**config.mk**
```make
export PLATFORM = sky130hd
export DESIGN_NAME = flash_row_program_sequencer
export DESIGN_NICKNAME = d
export VERILOG_FILES = /design/src/verilog/flash_seq_pkg.sv /design/src/verilog/hold_if.sv /design/src/verilog/flash_row_program_sequencer.sv /design/src/verilog/hold_regs.sv /design/src/verilog/prog_timer.sv
export SDC_FILE = /design/constraint.sdc
export NUM_CORES = 1
export LEC_CHECK = 0
export BUFFER_PORTS_ARGS = -buffer_cell sky130_fd_sc_hd__buf_2
export CAP_MARGIN = 5
export CORE_MARGIN = 2
export CORE_UTILIZATION = 50
export CTS_BUF_LIST = sky130_fd_sc_hd__clkbuf_8 sky130_fd_sc_hd__clkbuf_16
export CTS_CLUSTER_DIAMETER = 40
export DETAILED_ROUTE_END_ITERATION = 8
export GPL_TIMING_DRIVEN = 0
export MAX_ROUTING_LAYER = met4
export PLACE_DENSITY = 0.69
export SETUP_SLACK_MARGIN = 0.02
export SYNTH_ARGS = -nofsm -noshare
export SYNTH_HDL_FRONTEND = slang
export SYNTH_SLANG_ARGS = --single-unit
```
**constraint.sdc**
```tcl
create_clock -name clk_i -period 3.37 [get_ports clk_i]
set_input_delay 0.1685 -clock clk_i [delete_from_list [all_inputs] [get_ports clk_i]]
set_output_delay 0.1685 -clock clk_i [all_outputs]
set_load 0.005 [all_outputs]
```
**src/verilog/flash_seq_pkg.sv**
```systemverilog
// Constants, register map and state types of the flash row sequencer.
package flash_seq_pkg;
    // --------------------------------------------------------------
    // Register map (byte offsets on the register bus)
    // --------------------------------------------------------------
    localparam logic [7:0] OFS_CTRL     = 8'h00;
    localparam logic [7:0] OFS_UNLOCK   = 8'h04;
    localparam logic [7:0] OFS_PTR      = 8'h08;
    localparam logic [7:0] OFS_TWR      = 8'h0C;
    localparam logic [7:0] OFS_TWR_INC  = 8'h10;
    localparam logic [7:0] OFS_IRQ_STAT = 8'h14;
    localparam logic [7:0] OFS_IRQ_CLR  = 8'h18;
    localparam logic [7:0] OFS_IRQ_EN   = 8'h1C;
    // --------------------------------------------------------------
    // Field positions
    // --------------------------------------------------------------
    localparam int CB_PGM    = 7;
    localparam int CB_CFG    = 6;
    localparam int CB_ERASE  = 4;
    localparam int CB_ABORT  = 3;
    localparam int CB_PERMIT = 2;
    localparam int CB_START  = 1;
    localparam int IB_DONE   = 0;
    localparam int IB_ABORT  = 1;
    localparam int IRQ_W     = 2;
    // --------------------------------------------------------------
    // Sizes, keys and timing
    // --------------------------------------------------------------
    localparam int HOLD_N  = 32;
    localparam int HOLD_AW = 5;
    localparam int ROW_AW  = 6;
    localparam int TP_W    = 21;
    localparam int TMR_W   = 16;
    localparam logic [7:0] UNLOCK_KEY1 = 8'h55;
    localparam logic [7:0] UNLOCK_KEY2 = 8'hAA;
    localparam logic [7:0] ERASED_BYTE = 8'hFF;
    localparam int CLK_PERIOD_NS = 50;
    localparam int PROG_TIME_US  = 2000;
    localparam logic [TMR_W-1:0] PROG_CYCLES =
        TMR_W'(PROG_TIME_US * 1000 / CLK_PERIOD_NS);
    // --------------------------------------------------------------
    // State types
    // --------------------------------------------------------------
    typedef enum logic [2:0] {
        ST_IDLE  = 3'b001,
        ST_ERASE = 3'b010,
        ST_PROG  = 3'b100
    } seq_state_t;
    typedef enum logic [2:0] {
        UL_NONE = 3'b001,
        UL_KEY1 = 3'b010,
        UL_KEY2 = 3'b100
    } unlock_state_t;
endpackage : flash_seq_pkg

```
**src/verilog/hold_if.sv**
```systemverilog
// Interface between the sequencer and its holding registers.
`timescale 1ns/1ps
interface hold_if;
    import flash_seq_pkg::*;
    logic               we;
    logic [HOLD_AW-1:0] waddr;
    logic [7:0]         wdata;
    logic [HOLD_AW-1:0] raddr;
    logic [7:0]         rdata;
    logic               clear;
    modport ctrl (output we, waddr, wdata, raddr, clear, input rdata);
    modport mem  (input we, waddr, wdata, raddr, clear, output rdata);
endinterface : hold_if

```
**src/verilog/flash_row_program_sequencer.sv**
```systemverilog
// Flash row program sequencer: holding registers, unlock, long write.
//
// The Wishbone interface to the registers and the register offsets were chosen for this implementation.
`timescale 1ns/1ps
module flash_row_program_sequencer
    import flash_seq_pkg::*;
#(
    parameter logic [TMR_W-1:0] PROG_CYCLES_P = PROG_CYCLES
)(
    input  wire logic        clk_i,
    input  wire logic        rst_i,
    input  wire logic        ce_i,
    input  wire logic        wb_cyc_i,
    input  wire logic        wb_stb_i,
    input  wire logic        wb_we_i,
    input  wire logic [7:0]  wb_adr_i,
    input  wire logic [3:0]  wb_sel_i,
    input  wire logic [31:0] wb_dat_i,
    output logic      [31:0] wb_dat_o,
    output logic             wb_ack_o,
    output logic             irq_o,
    output logic             cpu_stall_o,
    output logic [TP_W-1:0]  flash_addr_o,
    output logic [7:0]       flash_data_o,
    output logic             flash_wr_o,
    output logic             flash_erase_o
);
    hold_if hif ();

    seq_state_t      state_q, state_d;
    unlock_state_t   ul_q, ul_d;
    logic            ack_q, ack_d;
    logic [31:0]     dat_q, dat_d;
    logic            pgm_q, pgm_d;
    logic            cfg_q, cfg_d;
    logic            erase_q, erase_d;
    logic            permit_q, permit_d;
    logic            start_q, start_d;
    logic            abort_q, abort_d;
    logic [TP_W-1:0] ptr_q, ptr_d;
    logic [IRQ_W-1:0] stat_q, stat_d;
    logic [IRQ_W-1:0] en_q, en_d;
    logic [5:0]      idx_q, idx_d;
    logic            rdv_q, rdv_d;
    logic [HOLD_AW-1:0] ridx_q, ridx_d;
    logic [TP_W-1:0] faddr_q, faddr_d;
    logic [7:0]      fdata_q, fdata_d;
    logic            fwr_q, fwr_d;
    logic            fer_q, fer_d;
    logic            req, wr_go, busy, tmr_done;
    logic            attempt, legal, go, bad;
    logic [IRQ_W-1:0] ev;

    hold_regs u_hold (
        .clk_i (clk_i),
        .rst_i (rst_i),
        .ce_i  (ce_i),
        .hif   (hif)
    );

    prog_timer #(
        .CYCLES (PROG_CYCLES_P)
    ) u_timer (
        .clk_i   (clk_i),
        .rst_i   (rst_i),
        .ce_i    (ce_i),
        .start_i (go),
        .done_o  (tmr_done)
    );

    // --------------------------------------------------------------
    // Bus decode and launch qualification
    // --------------------------------------------------------------
    // A write commits at the edge where the master sees ack high.
    assign req     = wb_cyc_i && wb_stb_i;
    assign wr_go   = req && wb_we_i && ack_q && wb_sel_i[0];
    assign busy    = (state_q != ST_IDLE);
    assign attempt = wr_go && (wb_adr_i == OFS_CTRL) && !busy
                     && wb_dat_i[CB_START] && !start_q;
    assign legal   = (ul_q == UL_KEY2) && wb_dat_i[CB_PERMIT]
                     && wb_dat_i[CB_PGM] && !wb_dat_i[CB_CFG];
    assign go      = attempt && legal;
    assign bad     = attempt && !legal;
    assign cpu_stall_o = busy;

    // Table writes go only to holding registers, never while busy.
    assign hif.we    = wr_go && !busy && ((wb_adr_i == OFS_TWR)
                       || (wb_adr_i == OFS_TWR_INC));
    assign hif.waddr = ptr_q[HOLD_AW-1:0];
    assign hif.wdata = wb_dat_i[7:0];
    assign hif.raddr = idx_q[HOLD_AW-1:0];
    assign hif.clear = (state_q == ST_PROG) && tmr_done;

    // --------------------------------------------------------------
    // Sequencer state
    // --------------------------------------------------------------
    always_comb
    begin
        state_d = state_q;
        idx_d   = idx_q;
        rdv_d   = 1'b0;
        ridx_d  = idx_q[HOLD_AW-1:0];
        fer_d   = 1'b0;
        ev      = '0;
        if (rst_i)
        begin
            state_d = ST_IDLE;
            idx_d   = '0;
        end
        else
        begin
            case (state_q)
                ST_IDLE:
                begin
                    idx_d = '0;
                    if (go && wb_dat_i[CB_ERASE])
                    begin
                        state_d = ST_ERASE;
                        fer_d   = 1'b1;
                    end
                    else if (go)
                        state_d = ST_PROG;
                end
                ST_ERASE:
                begin
                    if (tmr_done)
                    begin
                        state_d     = ST_IDLE;
                        ev[IB_DONE] = 1'b1;
                    end
                end
                ST_PROG:
                begin
                    // Each holding byte is offered once; the block
                    // is committed as a whole.
                    if (!idx_q[HOLD_AW])
                    begin
                        idx_d = idx_q + 6'h01;
                        rdv_d = 1'b1;
                    end
                    if (tmr_done)
                    begin
                        state_d     = ST_IDLE;
                        ev[IB_DONE] = 1'b1;
                    end
                end
                default:
                    state_d = ST_IDLE;
            endcase
        end
        ev[IB_ABORT] = bad || (rst_i && busy);
    end

    // --------------------------------------------------------------
    // Flash strobes
    // --------------------------------------------------------------
    always_comb
    begin
        fwr_d   = rdv_q && (hif.rdata != ERASED_BYTE);
        fdata_d = hif.rdata;
        faddr_d = {ptr_q[TP_W-1:HOLD_AW], ridx_q};
        if (fer_d)
            faddr_d = {ptr_q[TP_W-1:ROW_AW], ROW_AW'(0)};
        else if (!rdv_q)
            faddr_d = faddr_q;
        if (rst_i)
            fwr_d = 1'b0;
    end

    // --------------------------------------------------------------
    // Registers, unlock and interrupts
    // --------------------------------------------------------------
    always_comb
    begin
        ack_d    = req && !ack_q;
        dat_d    = '0;
        ul_d     = ul_q;
        pgm_d    = pgm_q;
        cfg_d    = cfg_q;
        erase_d  = erase_q;
        permit_d = permit_q;
        start_d  = start_q;
        abort_d  = abort_q;
        ptr_d    = ptr_q;
        en_d     = en_q;
        stat_d   = stat_q;
        case (wb_adr_i)
            OFS_CTRL:     dat_d[7:0] = {pgm_q, cfg_q, 1'b0, erase_q,
                              abort_q, permit_q, start_q, 1'b0};
            OFS_PTR:      dat_d[TP_W-1:0] = ptr_q;
            OFS_IRQ_STAT: dat_d[IRQ_W-1:0] = stat_q;
            OFS_IRQ_EN:   dat_d[IRQ_W-1:0] = en_q;
            default:      dat_d = '0;
        endcase
        if (wr_go)
        begin
            ul_d = UL_NONE;
            if (wb_adr_i == OFS_UNLOCK && wb_dat_i[7:0] == UNLOCK_KEY1)
                ul_d = UL_KEY1;
            if (wb_adr_i == OFS_UNLOCK && wb_dat_i[7:0] == UNLOCK_KEY2
                && ul_q == UL_KEY1)
                ul_d = UL_KEY2;
            if (wb_adr_i == OFS_CTRL && !busy)
            begin
                pgm_d    = wb_dat_i[CB_PGM];
                cfg_d    = wb_dat_i[CB_CFG];
                erase_d  = wb_dat_i[CB_ERASE];
                permit_d = wb_dat_i[CB_PERMIT];
                abort_d  = wb_dat_i[CB_ABORT] && abort_q;
                start_d  = start_q || go;
            end
            if (wb_adr_i == OFS_PTR && !busy)
            begin
                ptr_d[7:0]   = wb_dat_i[7:0];
                if (wb_sel_i[1])
                    ptr_d[15:8] = wb_dat_i[15:8];
                if (wb_sel_i[2])
                    ptr_d[TP_W-1:16] = wb_dat_i[TP_W-1:16];
            end
            if (wb_adr_i == OFS_TWR_INC && !busy)
                ptr_d = ptr_q + TP_W'(1);
            if (wb_adr_i == OFS_IRQ_EN)
                en_d = wb_dat_i[IRQ_W-1:0];
            if (wb_adr_i == OFS_IRQ_CLR)
                stat_d = stat_q & ~wb_dat_i[IRQ_W-1:0];
        end
        if (tmr_done && busy)
        begin
            start_d = 1'b0;
            if (state_q == ST_ERASE)
                erase_d = 1'b0;
        end
        if (ev[IB_ABORT])
            abort_d = 1'b1;
        stat_d = stat_d | ev;
        if (rst_i)
        begin
            // A reset that cuts a write short keeps the program and config selects so
            // software can trace what was interrupted.
            ack_d    = 1'b0;
            ul_d     = UL_NONE;
            pgm_d    = busy && pgm_q;
            cfg_d    = busy && cfg_q;
            erase_d  = 1'b0;
            permit_d = 1'b0;
            start_d  = 1'b0;
            abort_d  = busy;
            ptr_d    = '0;
            en_d     = '0;
            stat_d   = {busy, 1'b0};
        end
    end

    always_ff @(posedge clk_i)
    begin
        if (rst_i || ce_i)
        begin
            state_q  <= state_d;
            idx_q    <= idx_d;
            rdv_q    <= rdv_d;
            ridx_q   <= ridx_d;
            faddr_q  <= faddr_d;
            fdata_q  <= fdata_d;
            fwr_q    <= fwr_d;
            fer_q    <= fer_d;
            ack_q    <= ack_d;
            dat_q    <= dat_d;
            ul_q     <= ul_d;
            pgm_q    <= pgm_d;
            cfg_q    <= cfg_d;
            erase_q  <= erase_d;
            permit_q <= permit_d;
            start_q  <= start_d;
            abort_q  <= abort_d;
            ptr_q    <= ptr_d;
            en_q     <= en_d;
            stat_q   <= stat_d;
        end
    end

    assign wb_ack_o      = ack_q;
    assign wb_dat_o      = dat_q;
    assign irq_o         = |(stat_q & en_q);
    assign flash_addr_o  = faddr_q;
    assign flash_data_o  = fdata_q;
    assign flash_wr_o    = fwr_q;
    assign flash_erase_o = fer_q;

    // --------------------------------------------------------------
    // Checks
    // --------------------------------------------------------------
    property p_unlock;
        @(posedge clk_i) disable iff (rst_i)
        $rose(cpu_stall_o) |-> $past(ul_q == UL_KEY2);
    endproperty
    a_unlock: assert property (p_unlock)
        else $error("write launched without unlock");

    property p_stall_len;
        @(posedge clk_i) disable iff (rst_i)
        $rose(cpu_stall_o) |=> cpu_stall_o [*8];
    endproperty
    a_stall_len: assert property (p_stall_len)
        else $error("stall ended too soon");

    property p_start_hw_clear;
        @(posedge clk_i) disable iff (rst_i)
        $fell(start_q) |-> $past(tmr_done || rst_i);
    endproperty
    a_start_hw_clear: assert property (p_start_hw_clear)
        else $error("write-start cleared without completion");

    property p_skip_erased;
        @(posedge clk_i) disable iff (rst_i)
        flash_wr_o |-> (flash_data_o != ERASED_BYTE);
    endproperty
    a_skip_erased: assert property (p_skip_erased)
        else $error("erased holding byte sent to flash");

    property p_short_write;
        @(posedge clk_i) disable iff (rst_i)
        hif.we |-> !cpu_stall_o && !flash_wr_o;
    endproperty
    a_short_write: assert property (p_short_write)
        else $error("table write during long write");

    property p_erase_clear;
        @(posedge clk_i) disable iff (rst_i)
        (state_q == ST_ERASE && tmr_done && ce_i)
            |=> !erase_q && !start_q && stat_q[IB_DONE];
    endproperty
    a_erase_clear: assert property (p_erase_clear)
        else $error("row-erase bit not cleared on completion");

    property p_abort;
        @(posedge clk_i) disable iff (rst_i)
        (bad && ce_i) |=> abort_q && !cpu_stall_o;
    endproperty
    a_abort: assert property (p_abort)
        else $error("improper start not flagged");

    property p_block;
        @(posedge clk_i) disable iff (rst_i)
        flash_wr_o |-> flash_addr_o[TP_W-1:HOLD_AW]
            == ptr_q[TP_W-1:HOLD_AW];
    endproperty
    a_block: assert property (p_block)
        else $error("flash byte outside the holding block");

    c_prog: cover property (@(posedge clk_i) state_q == ST_PROG
        && tmr_done);
    c_erase: cover property (@(posedge clk_i) flash_erase_o);
    c_abort: cover property (@(posedge clk_i) bad);
endmodule : flash_row_program_sequencer

```
**src/verilog/hold_regs.sv**
```systemverilog
// Thirty-two byte holding registers with a registered read port.
`timescale 1ns/1ps
module hold_regs
    import flash_seq_pkg::*;
(
    input  wire logic clk_i,
    input  wire logic rst_i,
    input  wire logic ce_i,
    hold_if.mem       hif
);
    logic [7:0]        ent_q [HOLD_N];
    logic [7:0]        ent_d [HOLD_N];
    logic [HOLD_N-1:0] is_erased;
    logic [7:0]        rdata_q;
    logic [7:0]        rdata_d;

    // --------------------------------------------------------------
    // Entries
    // --------------------------------------------------------------
    for (genvar g = 0; g < HOLD_N; g++)
    begin : g_ent
        always_comb
        begin
            ent_d[g] = ent_q[g];
            if (rst_i || hif.clear)
                ent_d[g] = ERASED_BYTE;
            else if (hif.we && hif.waddr == HOLD_AW'(g))
                ent_d[g] = hif.wdata;
        end
        always_ff @(posedge clk_i)
        begin
            if (rst_i || ce_i)
                ent_q[g] <= ent_d[g];
        end
        assign is_erased[g] = (ent_q[g] == ERASED_BYTE);
    end

    always_comb
    begin
        rdata_d = ent_q[hif.raddr];
    end
    always_ff @(posedge clk_i)
    begin
        if (rst_i || ce_i)
            rdata_q <= rdata_d;
    end
    assign hif.rdata = rdata_q;

    property p_clear_all;
        @(posedge clk_i) disable iff (rst_i)
        (hif.clear && ce_i) |=> (&is_erased);
    endproperty
    a_clear_all: assert property (p_clear_all)
        else $error("holding registers not erased after clear");
endmodule : hold_regs

```
**src/verilog/prog_timer.sv**
```systemverilog
// Self-timed programming interval counter.
`timescale 1ns/1ps
module prog_timer
    import flash_seq_pkg::*;
#(
    parameter logic [TMR_W-1:0] CYCLES = PROG_CYCLES
)(
    input  wire logic clk_i,
    input  wire logic rst_i,
    input  wire logic ce_i,
    input  wire logic start_i,
    output logic      done_o
);
    logic [TMR_W-1:0] cnt_q;
    logic [TMR_W-1:0] cnt_d;
    logic             run_q;
    logic             run_d;

    assign done_o = run_q && (cnt_q == TMR_W'(1));

    always_comb
    begin
        cnt_d = cnt_q;
        run_d = run_q;
        if (rst_i)
        begin
            cnt_d = '0;
            run_d = 1'b0;
        end
        else if (start_i)
        begin
            cnt_d = CYCLES;
            run_d = 1'b1;
        end
        else if (done_o)
            run_d = 1'b0;
        else if (run_q)
            cnt_d = cnt_q - TMR_W'(1);
    end

    always_ff @(posedge clk_i)
    begin
        if (rst_i || ce_i)
        begin
            cnt_q <= cnt_d;
            run_q <= run_d;
        end
    end

    property p_min_len;
        @(posedge clk_i) disable iff (rst_i)
        (start_i && ce_i) |=> (!done_o) [*8];
    endproperty
    a_min_len: assert property (p_min_len)
        else $error("programming interval ended too early");
endmodule : prog_timer
```
==> qor.yml <==
run_status:
  status: "finished, violations left"
  violations: "negative setup slack"
power:
  powerDensity_nw_per_um2: 620
  power_mw: 11.6
  ir_worst_vdd_mv: 0.436
  p_leak_nw: 6.50
yosys:
  synth_seq_cells: 383
  yosys.area_share.simple_pct: 7.47
  ys.flop_type: "edfxtp_1"
  postSynthCellCount: 915
  synth_compound_area_share_pct: 3.96
  synth.area.mux_share_pct: 12.0
  synth-seq-area-share_pct: 71.7
  yosys_warnings: 0
  ys_async_sr_fraction_pct: 0
  synthAdderAreaFrac_pct: 0.702
  synth_cell_type_count: 55
  synth_edf_count: 383
  synth.cell_area_sq_um: 16000
  synth_top_family_by_area: "multiplexers"
  synth_xor_area_share_pct: 1.86
  synth.avg_cell_area_sq_um: 17.5
timing:
  fin_crit_ps: 3400
  skew_ps: 24.1
  worstMarginPinSlew_ps: 1270
  grt_setup_unrepaired: "yes"
  hold_ws_ps: 12.8
  finalSetupTns_ps: -422
  fin_ws_ps: -29.9
  slew_violations: 0
  slew_headroom_pct: 15.3
  fin_crit_sh_pct: 101
  setup_viol: 16
  max_freq_mhz: 294
  finalHoldViolations: 0
placement:
  gp_congestion: 0.886
  preCtsSetupSlack_ps: -575
  portBuffers: 92
  hpwl_um: 23400
  dpl_cell_area_sq_um: 17100
  placed_cells: 1428
worst_setup_path:
  cp.arrival_ps: 3570
  crit_path_cell_trace: "nor3b_1 -> inv_1 -> clkbuf_1 -> nor4_2 -> nand2_1 -> o21ai_1"
  r2r_cells: 6
  required_ps: 3540
  cp_max_fo: 10
  cpPeakStageDelay_ps: 800
  path_class: "flop to flop"
  endpoint_kind: "flop"
  critPathSlowestCell: "o21ai_1"
  cp-start-kind: "flop"
  r2r_slack_ps: -30
route:
  drt-initial-drc-count: 965
  drtAntennaViolNets: 0
  wl_um: 35000
  vias: 8950
  vias_per_cell: 5.92
  dr.pass1.iters: 6
  drc: 0
  wl_per_cell_um: 23.1
layout:
  design_area_sq_um: 18700
  nNetsFinal: 1133
  area_growth_pct: 16.6
  layout-drive-gt1-share_pct: 29.7
  final_cells: 1511
  n_antenna_cell: 0
  final_util_pct: 59.3
min_path:
  hold-path-cell-count: 2
  hold_class: "primary input to flop"
job:
  max_cap_violations: 0
floorplan:
  start_util_pct: 50.8
  coreArea_sq_um: 31600
  placementRows: 65
  dieWidth_um: 183
  die_y_um: 183
  ioPinCount: 116
  die_area_sq_um: 33500
clock_tree:
  clk_pin_slew_ps: 60
  root_buffer: "clkbuf_16"
  cts_max_path_buffers: 3
  cts_tree: "built"
  cts_num_sinks: 383
  htree_levels: 2
  numCtsBuffers: 44
  worstSkewPairLatency_ps: 550
  cts_setup_buffers: 0
global_routing:
  grt_pass1_vias: 8707
  grtUsageTotal_pct: 21.7
  grt_max_degree: 53
  grt_pass1_wl_um: 52700
  antenna_found_initial: 0
  grt_overflow: 0
-- layout by cell type (no fill, tap or decap), types with 6 or more instances in the layout --
cell       Yosys  layout
mux4_2        80      80
clkbuf_1      30      28
buf_2          7      99
nor4_1        18      17
a21oi_1       16      13
a211oi_1      20      20
inv_6          0       6
buf_4         11      20
nor3_1         9       9
conb_1         1      11
xor2_1        12      12
nand2_1       30      30
o21ai_1        1      10
xnor2_1       22      22
a22o_1         6       6
or3_1         13       8
nor2_1        65      64
inv_1         22      27
mux2_2         8       8
nor2b_1       11      11
nand4_1        8       8
o21ai_2        0      20
nand3_1       21      21
edfxtp_1     383     383
ha_1           9       9
clkbuf_16      0      46
and2_1        11      11
-- final cells by class --
class	instances	area, sq um
tap	402	503
clock inverter	35	318
timing repair buffer	103	548
sequential	383	11500
multi-input combinational	464	4310
buffer	56	285
clock buffer	46	1150
inverter	22	82.6
fill	2332	12900
-- synth_stat cells, types with 16 or more instances --
cell type    n  area share (%)
edfxtp_1   383              72
mux4_2      80              11
nor2_1      65             1.5
o21ai_0     33             1.0
clkbuf_1    30            0.70
nand2_1     30            0.70
inv_1       22            0.52
xnor2_1     22             1.2
nand3_1     21            0.66
a211oi_1    20            0.94
nor4_1      18            0.70
a21oi_1     16            0.50
-- per-layer routing --
metal	routed length, um	vias up	global-route usage (%)
met5	0	-	-
met3	2590	60	3.26
met2	16400	375	33.3
li1	-	3964	-
met1	15200	4551	31.1
met4	775	0	5.41
-- final timing paths --
path,to,startpoint
max,u_hold.ent_q[10][0]$_DFFE_PP_,state_q[1]$_SDFFCE_PP0P_
min,permit_q$_SDFFCE_PP0P_,wb_dat_i[2]
max reg2reg,u_hold.ent_q[10][0]$_DFFE_PP_,state_q[1]$_SDFFCE_PP0P_
min reg2reg,flash_data_o[0]$_DFFE_PP_,u_hold.hif.rdata[0]$_DFFE_PP_
-- repair_timing --
item / 4_1_cts / 5_1_grt
hold buffers: 2 / 0
endpoints found under the setup margin: 228 / 268
hold endpoints to repair: 1 / 0
gates resized for setup: 32 / 22
-- state kept, by name, indices dropped and copies added (netlist names), 2 cells and up --
signal            flops
ptr_q                21
ridx_q                5
u_hold.ent_q        256
en_q                  2
u_hold.hif.rdata      8
flash_data_o          8
idx_q                 6
wb_dat_o             21
ul_q                  3
stat_q                2
state_q               3
u_timer.cnt_q        16
flash_addr_o         21
-- critical path, delay by kind of cell, from the launching register on --
kind | cells | cell delay, ps
simple gates | 3 | 1350
flops | 1 | 450
buf+inv | 2 | 420
compound gates | 1 | 800
-- where the power goes --
group          internal, mW  switching, mW  leakage (nW)  total, mW
combinational         0.466          0.597          1.94       1.06
sequential             5.69          0.141          3.83       5.84
clock                  2.76           1.95         0.726       4.70
total                  8.92           2.68          6.50       11.6
-- cells by family after synthesis --
logic type / Yosys count
fa+ha+maj: 9
xor+xnor: 34
flops: 383
other cells: 1
compound gates: 97
mux: 91
buf+inv: 78
simple gates: 222
Note: power is estimated with default switching activity, not from simulation.
